--- src/msu_pkg.sv ---
// Purpose: Shared constants and types for the multiply-subtract unit.
// Assumes: 32-bit register port, 40-bit accumulators, 16-bit operands.
// Notes:   Register offsets are byte addresses on the register port.
package msu_pkg;
	localparam int ACC_W  = 40;
	localparam int DAT_W  = 16;
	localparam int OPD_W  = 17;
	localparam int ADDR_W = 8;
	localparam int BUS_W  = 32;
	localparam int NACC   = 4;

	// Register offsets
	localparam logic [7:0] OFS_CTRL = 8'h00;
	localparam logic [7:0] OFS_STAT = 8'h04;
	localparam logic [7:0] OFS_MASK = 8'h08;
	localparam logic [7:0] OFS_ASEL = 8'h0C;
	localparam logic [7:0] OFS_ACCL = 8'h10;
	localparam logic [7:0] OFS_ACCH = 8'h14;
	localparam logic [7:0] OFS_TMP0 = 8'h20;
	localparam logic [7:0] OFS_TMP3 = 8'h2C;

	// Mode bit positions in the control register
	localparam int CB_FRACT = 0;
	localparam int CB_PSAT  = 1;
	localparam int CB_RNEAR = 2;
	localparam int CB_WIDE  = 3;
	localparam int CB_ASAT  = 4;
	localparam int CB_SXT   = 5;
	localparam int CB_LEGACY = 6;
	localparam int CTRL_W   = 7;
	localparam logic [6:0] CTRL_RST = 7'h20;

	// Arithmetic constants
	localparam logic [16:0] OPD_MOST_NEG = 17'h18000;
	localparam logic [34:0] PROD_SAT     = 35'h07FFFFFFF;
	localparam logic [41:0] RND_HALF     = 42'h00000008000;
	localparam logic [41:0] RND_MASK     = 42'h3FFFFFF0000;
	localparam logic [15:0] RND_TIE      = 16'h8000;
	localparam logic [39:0] SAT32_POS    = 40'h007FFFFFFF;
	localparam logic [39:0] SAT32_NEG    = 40'hFF80000000;
	localparam logic [39:0] SAT40_POS    = 40'h7FFFFFFFFF;
	localparam logic [39:0] SAT40_NEG    = 40'h8000000000;

	typedef enum logic [2:0] {
		FORM_ACC_TMP,
		FORM_MEM_COEF,
		FORM_MEM_ACC,
		FORM_TMP_MEM,
		FORM_DUAL
	} msu_form_t;
endpackage : msu_pkg

--- src/msu_core.sv ---
// Purpose: Single-cycle multiply-and-subtract datapath with register port.
// Assumes: Decoder and operand buses run on mclk_in; no input synchronisers.
// Notes:   Instruction issue beats a register write to the same target.
//
// Contract
// (RULE1) Register form: source acc bits 32..16 times temp, subtract from dest, one cycle.
// (RULE2) Memory-times-acc form: source acc bits 32..16 times sign-extended memory operand.
// (RULE3) Coefficient form: memory operand times coefficient, both sign-extended to 17 bits.
// (RULE4) Temp-times-memory form: both sign-extended, subtract from source, write dest.
// (RULE5) Dual form: both multiplier inputs from the two dual memory operands.
// (RULE6) Dual form: unsigned operand zero-extends, otherwise extension follows sign mode.
// (RULE7) Fractional mode shifts multiplier output left one bit.
// (RULE8) Product saturation mode governs multiplier overflow handling.
// (RULE9) Product sign-extended to 40 bits and subtracted from selected source.
// (RULE10) Round only when requested, method chosen by round mode.
// (RULE11) Overflow detected at chosen width sets destination overflow flag.
// (RULE12) Narrow mode checks overflow at bit 31, wide mode at 40 bits.
// (RULE13) On overflow saturate destination only if accumulator saturation enabled.
// (RULE14) Optional clause copies memory operand into third temp register.
// (RULE15) Dual form wide keyword forces wide mode for that instruction only.
// (RULE16) Coefficient comes from dedicated coefficient bus; software keeps it internal.
// (RULE17) Legacy mode with narrow overflow gives legacy-identical results.
// (RULE18) Every form repeats with identical behaviour per iteration.
// (RULE19) Default rounding adds 2^15 then clears bits 15..0.
//
// The strobed register port and the register addresses are this design's own decisions.
`timescale 1ns/1ns
module msu_core (
	input  wire logic              mclk_in,
	input  wire logic              rstn_in,
	input  wire logic [7:0]        reg_addr_in,
	input  wire logic [31:0]       reg_wdata_in,
	input  wire logic              reg_wr_in,
	input  wire logic              reg_rd_in,
	output logic      [31:0]       reg_rdata_out,
	input  wire logic              op_valid_in,
	input  msu_pkg::msu_form_t     op_form_in,
	input  wire logic [1:0]        op_src_in,
	input  wire logic [1:0]        op_dst_in,
	input  wire logic [1:0]        op_tsel_in,
	input  wire logic              op_round_in,
	input  wire logic              op_uns_x_in,
	input  wire logic              op_uns_y_in,
	input  wire logic              op_wide_in,
	input  wire logic              op_t3_store_in,
	input  wire logic [15:0]       mem_x_in,
	input  wire logic [15:0]       mem_y_in,
	input  wire logic [15:0]       coef_bus_data_in,
	output logic      [39:0]       result_out,
	output logic      [1:0]        result_dst_out,
	output logic                   result_valid_out,
	output logic                   overflow_out,
	output logic      [15:0]       third_temp_register_out,
	output logic      [3:0]        dest_accum_overflow_flag_out,
	output logic                   irq_out
);
	import msu_pkg::*;

	function automatic logic [16:0] ext17(input logic [15:0] d, input logic sx);
		ext17 = sx ? {d[15], d} : {1'b0, d};
	endfunction : ext17

	function automatic logic [16:0] acc_hi17(input logic [39:0] a);
		acc_hi17 = a[32:16];
	endfunction : acc_hi17

	logic [39:0]        acc_q [NACC];
	logic [15:0]        tmp_q [NACC];
	logic [CTRL_W-1:0]  ctrl_q;
	logic [3:0]         stat_q;
	logic [3:0]         mask_q;
	logic [1:0]         asel_q;

	wire logic fractional_mode       = ctrl_q[CB_FRACT];
	wire logic product_saturate_mode = ctrl_q[CB_PSAT];
	wire logic round_nearest_mode    = ctrl_q[CB_RNEAR];
	wire logic wide_overflow_mode    = ctrl_q[CB_WIDE];
	wire logic accum_saturate_mode   = ctrl_q[CB_ASAT];
	wire logic sign_extend_mode      = ctrl_q[CB_SXT];

	logic [16:0]        opd_a;
	logic [16:0]        opd_b;
	logic [39:0]        minuend;
	logic signed [33:0] prod;
	logic [34:0]        prod_sh;
	logic [34:0]        prod_fin;
	logic [41:0]        diff;
	logic [41:0]        rounded;
	logic               wide_eff;
	logic               ovf;
	logic [39:0]        res;

	// Operand selection; no state carried between ops, so repeats behave alike
	always_comb begin // RULE18
		opd_a   = '0;
		opd_b   = '0;
		minuend = acc_q[op_dst_in];
		unique case (op_form_in)
			FORM_ACC_TMP: begin
				opd_a   = acc_hi17(acc_q[op_src_in]); // RULE1
				opd_b   = ext17(tmp_q[op_tsel_in], 1'b1);
				minuend = acc_q[op_dst_in];
			end
			FORM_MEM_COEF: begin
				opd_a   = ext17(mem_x_in, 1'b1); // RULE3
				opd_b   = ext17(coef_bus_data_in, 1'b1); // RULE16
				minuend = acc_q[op_dst_in];
			end
			FORM_MEM_ACC: begin
				opd_a   = acc_hi17(acc_q[op_src_in]); // RULE2
				opd_b   = ext17(mem_x_in, 1'b1);
				minuend = acc_q[op_dst_in];
			end
			FORM_TMP_MEM: begin
				opd_a   = ext17(tmp_q[op_tsel_in], 1'b1); // RULE4
				opd_b   = ext17(mem_x_in, 1'b1);
				minuend = acc_q[op_src_in];
			end
			FORM_DUAL: begin
				opd_a   = ext17(mem_x_in, !op_uns_x_in && sign_extend_mode); // RULE5 RULE6
				opd_b   = ext17(mem_y_in, !op_uns_y_in && sign_extend_mode); // RULE6
				minuend = acc_q[op_src_in];
			end
			default: begin
				opd_a   = '0;
				opd_b   = '0;
			end
		endcase
	end

	// Product stage
	always_comb begin
		prod     = $signed(opd_a) * $signed(opd_b);
		prod_sh  = fractional_mode ? {prod, 1'b0} : {prod[33], prod}; // RULE7
		prod_fin = prod_sh;
		// Only -1.0 x -1.0 in fractional mode is clamped; other out-of-range products pass unclamped
		if (product_saturate_mode && fractional_mode
			&& opd_a == OPD_MOST_NEG && opd_b == OPD_MOST_NEG) begin
			prod_fin = PROD_SAT; // RULE8
		end
	end

	// Subtract, round, overflow, saturate; two guard bits keep the true sign
	always_comb begin
		diff = {{2{minuend[39]}}, minuend} - {{7{prod_fin[34]}}, prod_fin}; // RULE9
		rounded = diff;
		if (op_round_in) begin // RULE10
			rounded = (diff + RND_HALF) & RND_MASK; // RULE19
			if (round_nearest_mode && diff[15:0] == RND_TIE) begin
				rounded[16] = 1'b0;
			end
		end
		wide_eff = wide_overflow_mode || (op_form_in == FORM_DUAL && op_wide_in); // RULE15
		if (wide_eff) begin
			ovf = !(&rounded[41:39] || !(|rounded[41:39])); // RULE12
		end else begin
			// Narrow mode matches legacy arithmetic exactly
			ovf = !(&rounded[41:31] || !(|rounded[41:31])); // RULE12 RULE17
		end
		res = rounded[39:0];
		if (ovf && accum_saturate_mode) begin // RULE13
			if (wide_eff) begin
				res = rounded[41] ? SAT40_NEG : SAT40_POS;
			end else begin
				res = rounded[41] ? SAT32_NEG : SAT32_POS;
			end
		end
	end

	wire logic wr_ctrl = reg_wr_in && reg_addr_in == OFS_CTRL;
	wire logic wr_stat = reg_wr_in && reg_addr_in == OFS_STAT;
	wire logic wr_mask = reg_wr_in && reg_addr_in == OFS_MASK;
	wire logic wr_asel = reg_wr_in && reg_addr_in == OFS_ASEL;
	wire logic wr_accl = reg_wr_in && reg_addr_in == OFS_ACCL;
	wire logic wr_acch = reg_wr_in && reg_addr_in == OFS_ACCH;
	wire logic wr_tmp  = reg_wr_in && reg_addr_in >= OFS_TMP0
		&& reg_addr_in <= OFS_TMP3 && reg_addr_in[1:0] == 2'h0;

	always_ff @(posedge mclk_in or negedge rstn_in) begin
		if (!rstn_in) begin
			ctrl_q <= CTRL_RST;
			mask_q <= 4'h0;
			asel_q <= 2'h0;
		end else begin
			if (wr_ctrl) begin
				ctrl_q <= reg_wdata_in[CTRL_W-1:0];
			end
			if (wr_mask) begin
				mask_q <= reg_wdata_in[3:0];
			end
			if (wr_asel) begin
				asel_q <= reg_wdata_in[1:0];
			end
		end
	end

	// Accumulators: issue wins over a register write in the same cycle
	always_ff @(posedge mclk_in or negedge rstn_in) begin
		if (!rstn_in) begin
			for (int i = 0; i < NACC; i++) begin
				acc_q[i] <= 40'h0000000000;
			end
		end else begin
			if (wr_accl) begin
				acc_q[asel_q][31:0] <= reg_wdata_in;
			end
			if (wr_acch) begin
				acc_q[asel_q][39:32] <= reg_wdata_in[7:0];
			end
			if (op_valid_in) begin
				acc_q[op_dst_in] <= res; // RULE1
			end
		end
	end

	always_ff @(posedge mclk_in or negedge rstn_in) begin
		if (!rstn_in) begin
			for (int i = 0; i < NACC; i++) begin
				tmp_q[i] <= 16'h0000;
			end
		end else begin
			if (wr_tmp) begin
				tmp_q[reg_addr_in[3:2]] <= reg_wdata_in[15:0];
			end
			if (op_valid_in && op_t3_store_in) begin
				tmp_q[3] <= mem_x_in; // RULE14
			end
		end
	end

	// Sticky flags: a new overflow beats a write-one-to-clear
	always_ff @(posedge mclk_in or negedge rstn_in) begin
		if (!rstn_in) begin
			stat_q <= 4'h0;
		end else begin
			for (int i = 0; i < NACC; i++) begin
				if (op_valid_in && ovf && op_dst_in == i[1:0]) begin
					stat_q[i] <= 1'b1; // RULE11
				end else if (wr_stat && reg_wdata_in[i]) begin
					stat_q[i] <= 1'b0;
				end
			end
		end
	end

	logic [3:0] stat_d;
	always_comb begin
		stat_d = stat_q;
		for (int i = 0; i < NACC; i++) begin
			if (op_valid_in && ovf && op_dst_in == i[1:0]) begin
				stat_d[i] = 1'b1;
			end else if (wr_stat && reg_wdata_in[i]) begin
				stat_d[i] = 1'b0;
			end
		end
	end

	// Interrupt follows the next flag state so it lines up with the flags
	always_ff @(posedge mclk_in or negedge rstn_in) begin
		if (!rstn_in) begin
			irq_out <= 1'b0;
		end else begin
			irq_out <= |(stat_d & (wr_mask ? reg_wdata_in[3:0] : mask_q));
		end
	end

	always_comb begin
		dest_accum_overflow_flag_out = stat_q;
		third_temp_register_out      = tmp_q[3];
	end

	always_ff @(posedge mclk_in or negedge rstn_in) begin
		if (!rstn_in) begin
			result_out       <= 40'h0000000000;
			result_dst_out   <= 2'h0;
			result_valid_out <= 1'b0;
			overflow_out     <= 1'b0;
		end else begin
			result_valid_out <= op_valid_in;
			overflow_out     <= op_valid_in && ovf; // RULE11
			if (op_valid_in) begin
				result_out     <= res;
				result_dst_out <= op_dst_in;
			end
		end
	end

	// Read data valid in the cycle after the read strobe only
	always_ff @(posedge mclk_in or negedge rstn_in) begin
		if (!rstn_in) begin
			reg_rdata_out <= 32'h00000000;
		end else if (!reg_rd_in) begin
			reg_rdata_out <= 32'h00000000;
		end else begin
			unique case (reg_addr_in)
				OFS_CTRL: reg_rdata_out <= {25'h0000000, ctrl_q};
				OFS_STAT: reg_rdata_out <= {28'h0000000, stat_q};
				OFS_MASK: reg_rdata_out <= {28'h0000000, mask_q};
				OFS_ASEL: reg_rdata_out <= {30'h00000000, asel_q};
				OFS_ACCL: reg_rdata_out <= acc_q[asel_q][31:0];
				OFS_ACCH: reg_rdata_out <= {24'h000000, acc_q[asel_q][39:32]};
				8'h20:    reg_rdata_out <= {16'h0000, tmp_q[0]};
				8'h24:    reg_rdata_out <= {16'h0000, tmp_q[1]};
				8'h28:    reg_rdata_out <= {16'h0000, tmp_q[2]};
				OFS_TMP3: reg_rdata_out <= {16'h0000, tmp_q[3]};
				default:  reg_rdata_out <= 32'h00000000;
			endcase
		end
	end
endmodule : msu_core

--- config.mk ---
export PLATFORM = sky130hd
export DESIGN_NAME = msu_core
export DESIGN_NICKNAME = d
export VERILOG_FILES = /design/src/msu_pkg.sv /design/src/msu_core.sv
export SDC_FILE = /design/constraint.sdc
export NUM_CORES = 2
export LEC_CHECK = 0
export ABC_AREA = 0
export BUFFER_PORTS_ARGS = -buffer_cell sky130_fd_sc_hd__buf_4
export CAP_MARGIN = 0
export CORE_MARGIN = 2
export CORE_UTILIZATION = 64
export CTS_CLUSTER_SIZE = 20
export DETAILED_ROUTE_END_ITERATION = 8
export HOLD_SLACK_MARGIN = 0.06
export PLACE_DENSITY = 0.92
export SLEW_MARGIN = 20
export SYNTH_ARGS = -nofsm -noshare
export SYNTH_HDL_FRONTEND = slang
export SYNTH_SLANG_ARGS = --single-unit
export TNS_END_PERCENT = 50
--- constraint.sdc ---
create_clock -name mclk_in -period 15.9 [get_ports mclk_in]
set_clock_uncertainty 0.2 [all_clocks]
set_input_delay 0.795 -clock mclk_in [delete_from_list [all_inputs] [get_ports mclk_in]]
set_output_delay 0.795 -clock mclk_in [all_outputs]
set_load 0.005 [all_outputs]
==> Yosys cells after proc, flatten, opt, wreduce, memory -nomap -nowiden <==
Cells that the tools add are included.
W data, S select, Z words.
{ "totals": {"ff_bits": 318, "input_bits": 107, "output_inout_bits": 97, "wordCells": 162} }
{ "classes": {"add_sub_neg": 2, "mul": 1, "n_lt_le_gt_ge": 10, "n_eq_ne": 19, "muxes": 54, "n_bitwise": 6, "reduce_logical": 52} }
{ "ops": {"columns": ["operator", "count"], "rows": [
  ["$mux W40", 13],
  ["$bwmux W160", 3],
  ["$mux W160", 3],
  ["$pmux W32 S10", 1],
  ["$bmux W40 S2", 3],
  ["$demux W40 S2", 3],
  ["$pmux W17 S4", 2],
  ["$mux W16", 5],
  ["$bwmux W64", 1],
  ["$mux W32", 2],
  ["$add A41 B17 Y42 const B", 1],
  ["$mux W42", 1],
  ["$sub A40 B35 Y41", 1],
  ["$mux W35", 1],
  ["$eq A17 B17 Y1 const B", 2],
  ["$mul A17 B17 Y34", 1],
  ["$mux W17", 2],
  ["$mux W34", 1],
  ["$bmux W16 S2", 1],
  ["$demux W16 S2", 1],
  ["$eq A8 B6 Y1 const B", 4],
  ["$logic_and A1 B1 Y1", 30],
  ["$eq A16 B16 Y1 const B", 1],
  ["$eq A8 B4 Y1 const B", 2],
  ["27 further kinds", 59]
]} }

==> Depth between registers and ports, before layout <==
{ "depth": {"ltp_word": 24, "mapped_depth": 54, "depth_no_buf": 49} }

==> Least setup slack after synthesis <==
No wires, ideal clock.
{ "synth_timing": {"kind": "input to register", "startpoint": "in op_tsel_in[0]", "endpoint": "reg result_out[17]", "setup_ps": 145, "arrival_time_ps": 13319, "required_ps": 15555, "path_slack_ps": 2236, "stages": 48, "n_path_buf": 4, "cell_sequence": "clkbuf_1 > buf_1 > mux4_2 > a221oi_1 > clkbuf_1 > nor2_1 > fa_1 > inv_1 > fa_1 > fa_1 > inv_1 > fa_1 > fa_1 > inv_1 > fa_1 > inv_1 > ha_1 > o21ai_0 > [... 12 more ...] > nand2b_1 > ha_1 > nand3_1 > nor2_1 > nand2_1 > nor3_1 > a32oi_1 > nor2b_1 > o31ai_1 > xor2_1 > nand2_1 > o31a_1 > or4b_1 > o2111a_1 > a211oi_4 > buf_4 > mux2i_1 > mux2i_1"} }
{ "synth_via": {"elab_chain_len": 19, "word_cells_on_any_way": 32, "classes_between": "2 x add/sub; 1 x mul; 2 x eq/ne; 13 x mux; 1 x bitwise; 13 x reduce/logical"} }
{ "synth_rtl": {"columns": ["item", "line_no", "source"], "rows": [
  ["from (decl)", "msu_core.sv:40", "input wire logic [1:0] op_tsel_in,"],
  ["$not A2 Y3 (implied by the code) *", "msu_core.sv:101, msu_core.sv:115", null],
  ["$bmux W16 S2 *", "msu_core.sv:101, msu_core.sv:115", null],
  ["$mux W16 (implied by the code) * (2 in series)", "msu_core.sv:101, msu_core.sv:115", null],
  ["branches (longest 4 deep; another with $mul A17 B17 Y34)", null, null],
  ["$mux W35 *", "msu_core.sv:137", "if (product_saturate_mode && fractional_mode"],
  ["$sub A40 B35 Y41 *", "msu_core.sv:145", "diff = {{2{minuend[39]}}, minuend} - {{7{prod_fin[34]}}, prod_fin};"],
  ["$add A41 B17 Y42", "msu_core.sv:148", "rounded = (diff + RND_HALF) & RND_MASK;"],
  ["$mux W42 *", "msu_core.sv:147", "if (op_round_in) begin"],
  ["$reduce_or A11 Y1 / $reduce_or A3 Y1 (equally long branches)", "msu_core.sv:158, msu_core.sv:155", null],
  ["$logic_not A1 Y1 (on tied branches)", "msu_core.sv:158, msu_core.sv:155", null],
  ["$logic_or A1 B1 Y1 (on tied branches)", "msu_core.sv:158, msu_core.sv:155", null],
  ["$logic_not A1 Y1 (on tied branches)", "msu_core.sv:158, msu_core.sv:155", null],
  ["$mux W1", "msu_core.sv:154", "if (wide_eff) begin"],
  ["$logic_and A1 B1 Y1", "msu_core.sv:161", "if (ovf && accum_saturate_mode) begin"],
  ["$mux W40 *", "msu_core.sv:161", null],
  ["to (signal assigned)", "msu_core.sv:282", "result_out <= res;"],
  ["to (decl)", "msu_core.sv:49", "output logic [39:0] result_out,"]
]} }
Mark *: on every way between the ends. The select of a mux whose other input is x is not followed.
A chain may end at the register's enable or synchronous reset.

==> Final worst setup path <==
{ "layout_timing": {"startpoint": "in op_form_in[0]", "endpoint": "reg acc_q[154] (netlist name)"} }
{ "layout_via": {"elab_chain_len": 19, "word_cells_on_any_way": 41, "classes_between": "2 x add/sub; 1 x mul; 6 x eq/ne; 13 x mux; 19 x reduce/logical"} }
{ "layout_rtl": {"columns": ["item", "line_no", "source"], "rows": [
  ["from (decl)", "msu_core.sv:37", "input msu_pkg::msu_form_t op_form_in,"],
  ["branches (longest 16 deep; another with $add A41 B17 Y42)", null, null],
  ["$mux W40 *", "msu_core.sv:161", null],
  ["$bwmux W160 *", "msu_core.sv:211", "acc_q[op_dst_in] <= res;"],
  ["$mux W160 *", "msu_core.sv:210", "if (op_valid_in) begin"],
  ["to (signal, indexed assignment)", "msu_core.sv:205", "acc_q[asel_q][31:0] <= reg_wdata_in;"],
  ["to (signal, indexed assignment)", "msu_core.sv:208", "acc_q[asel_q][39:32] <= reg_wdata_in[7:0];"],
  ["to (signal, indexed assignment)", "msu_core.sv:211", null],
  ["to (decl)", "msu_core.sv:67", "logic [39:0] acc_q [NACC];"]
]} }
Mark *: on every way between the ends.

==> metrics.cfg <==
[routing]
vias = 30300
drc = 1
drt_pre_antenna_iters = 9
wl_per_cell_um = 26.72
vias_per_cell = 7.139
drtIter0Drc = 4812
postRouteWirelength_um = 113400
antenna_left = 0

[job]
maxCapViolCount = 0

[critical_path]
endpoint_kind = flop
crit_slowest_cell = a211oi_4
path_max_fanout = 20
r2r_start = third_temp_register_out[5]
slowest_delay_ns = 0.84
crit_required_ns = 16.15
reg2reg_depth = 46
critical_path_class = input pin to flop
crit_arrival_ns = 15.26
path_common_cell = fa_1
r2r_slack_ns = 1.24
crit_start = op_form_in[0]
critPathLaunchType = input pin

[clock_tree]
cts_max_path_buffers = 3
cts_resized = 0
clk_pin_slew_worst_paths_ns = 0.06
clk_latency_ns = 0.58
post_cts_buffers = 0
htreeDepth = 2
cts_tree = built
ctsHoldBuffers = 0
cts_made_buffers = 34
cts.sink_count = 318
root_buffer = clkbuf_16

[min_path]
hold_class = flop to flop
holdCritStartpoint = result_out[2]
hold_depth = 2

[die]
rows = 83
die_w_um = 231.6
die_y_um = 231.6
start_util_pct = 64.65
core-area_mm2 = 0.05130
die-area_mm2 = 0.05366
ios = 204

[finish]
seqCellArea_mm2 = 0.007961
fin_nets = 4060
fillCellCount = 3450
multi_input_area_mm2 = 0.02305
drive_gt1_share_pct = 20.25
area_growth_pct = 9.835

[run_status]
status = complete, but fails checks
violations = design-rule violations

[yosys]
synth_enable_flop_cells = 0
syn-num-nets = 3990
ys_ff_latch = 318
yosys_most_used_dff = dfrtp_1
async_flop_share_pct = 100.0
synth.top_cells.by_count = inv_1 (354), nor2_1 (326), nand2_1 (320)
ys_top_cells_by_area = dfrtp_1 (24%), fa_1 (18%), mux4_2 (9.3%), mux2_2 (6.8%), ha_1 (4.8%)
synth_area_mm2 = 0.03317
synth.distinct_cells = 81
synth_top_area_share_pct = 23.92
synth_cells = 3460
yosys_warnings = 0
synth_top_area_cell = dfrtp_1
synth_most_common_cell = inv_1
ys_seq_area_share_pct = 24.00
syn_avg_cell_area_um2 = 9.585

[grt]
track_usage_pct = 42.93
grt_first_pass_wirelength_um = 176500
antenna_found_initial = 8
grt_max_degree = 177
grt_pass1_vias = 31010
grt_overflow = 0

[timing]
slew_headroom_pct = 20.25
worst_pin_slew_ns = 1.184
hold_viol_final = 0
layout_min_cycle_time_ns = 15.01
final_max_slew_viol_count = 0
rsz0062_at_grt = false
setup_viol = 0
setup_tns_ns = 0
finalCritPeriodShare_pct = 94.40
max_freq_ghz = 0.06662

[placed_design]
routabilityCongestion = 1.045
hpwl_um = 81020
port-buffer-count = 203

-- state kept, by name (all words and copies together) (netlist names), 2 cells and up --
name                          count
result_out                       40
asel_q                            2
third_temp_register_out          16
dest_accum_overflow_flag_out      4
tmp_q                            48
mask_q                            4
ctrl_q                            7
acc_q                           160
reg_rdata_out                    32
result_dst_out                    2
-- cells by family (layout without fill, tap and decap cells) --
kind of cell	Yosys count	after routing	synth area share (%)
AOI/OAI and AO/OA	742	742	14.37
xor gates and xnor gates	83	83	2.192
adders and majority gates	423	423	22.68
buffers and inverters	586	682	6.855
DFF	318	318	24.00
muxes	373	373	17.18
other	0	8	0
and+or+nand+nor	935	935	12.72
-- worst max-delay path, delay by kind of cell --
kind | cells | cell delay [ns]
AO/OA/AOI/OAI | 16 | 5.30
XOR/XNOR | 2 | 0.58
adder cells (fa/ha/maj) | 8 | 3.77
buffers and inverters | 8 | 1.48
AND/OR/NAND/NOR | 16 | 3.30
-- final cells by class --
cell class / count / share of cell area (%)
clock buffer: 42 / 2.555
timing repair buffer: 266 / 5.599
sequential: 318 / 21.86
multi-input combinational: 2556 / 63.27
inverter: 354 / 3.648
antenna: 8 / 0.05496
clock inverter: 20 / 0.6801
tap: 680 / 2.336
-- placed cells by master (no fill, tap or decap), types with 8 or more instances in the layout --
| cell | count |
|---|---|
| or2_2 | 22 |
| and2_1 | 19 |
| clkbuf_16 | 34 |
| nor4_1 | 14 |
| xnor2_1 | 52 |
| a22o_1 | 8 |
| o21a_1 | 21 |
| a21oi_1 | 162 |
| mux4_2 | 137 |
| a211oi_1 | 56 |
| nand2b_1 | 33 |
| nor2b_1 | 40 |
| a22oi_1 | 76 |
| o21ai_0 | 168 |
| inv_1 | 354 |
| buf_4 | 262 |
| nor3_1 | 40 |
| mux2i_1 | 35 |
| a31oi_1 | 27 |
| dfrtp_1 | 315 |
| and3_1 | 29 |
| diode_2 | 8 |
| fa_1 | 297 |
| nand3_1 | 27 |
| ha_1 | 126 |
| o22ai_1 | 13 |
| nor2_1 | 322 |
| o21ai_1 | 46 |
| nand4_1 | 28 |
| a21o_1 | 31 |
| a221oi_2 | 8 |
| nand2_1 | 319 |
| a221oi_1 | 13 |
| o211ai_1 | 13 |
| xor2_1 | 31 |
| o21bai_1 | 9 |
| mux2_2 | 201 |
| o31a_1 | 15 |
-- worst paths after layout --
check / to
worst max register to register: acc_q[154]
worst min-delay path: result_out[2]
worst min register to register: result_out[2]
max in group asynchronous: tmp_q[20]
min in group asynchronous: result_dst_out[1]
worst max-delay path: acc_q[154]
-- routing by layer --
layer / global-route usage [%] / part of all wire (%)
met2: 63.29 / 43
met3: 18.29 / 17
met1: 52.36 / 32
met4: 26.24 / 7.8
met5: 0 / 0.011
-- through the flow --
step / std cells / hold slack (ns) / setup WS [ns] / util [%] / area [µm²]
finish: 4244 / 0.3313 / 0.8898 / 71.01 / 36430
global route: 4236 / 0.3363 / 0.01071 / 70.97 / 36410
CTS: 4233 / 0.2322 / 1.282 / 70.88 / 36360
detailed placement: 4171 / 0.3063 / 0.8860 / 68.58 / 35180
global placement: 4171 / 0.2885 / 1.348 / 68.58 / 35180
floorplan: 3460 / 0.2646 / 2.236 / - / 33170
Power is not shown: default switching activity piles up to over one toggle a cycle in this logic, so the estimate is an artifact.
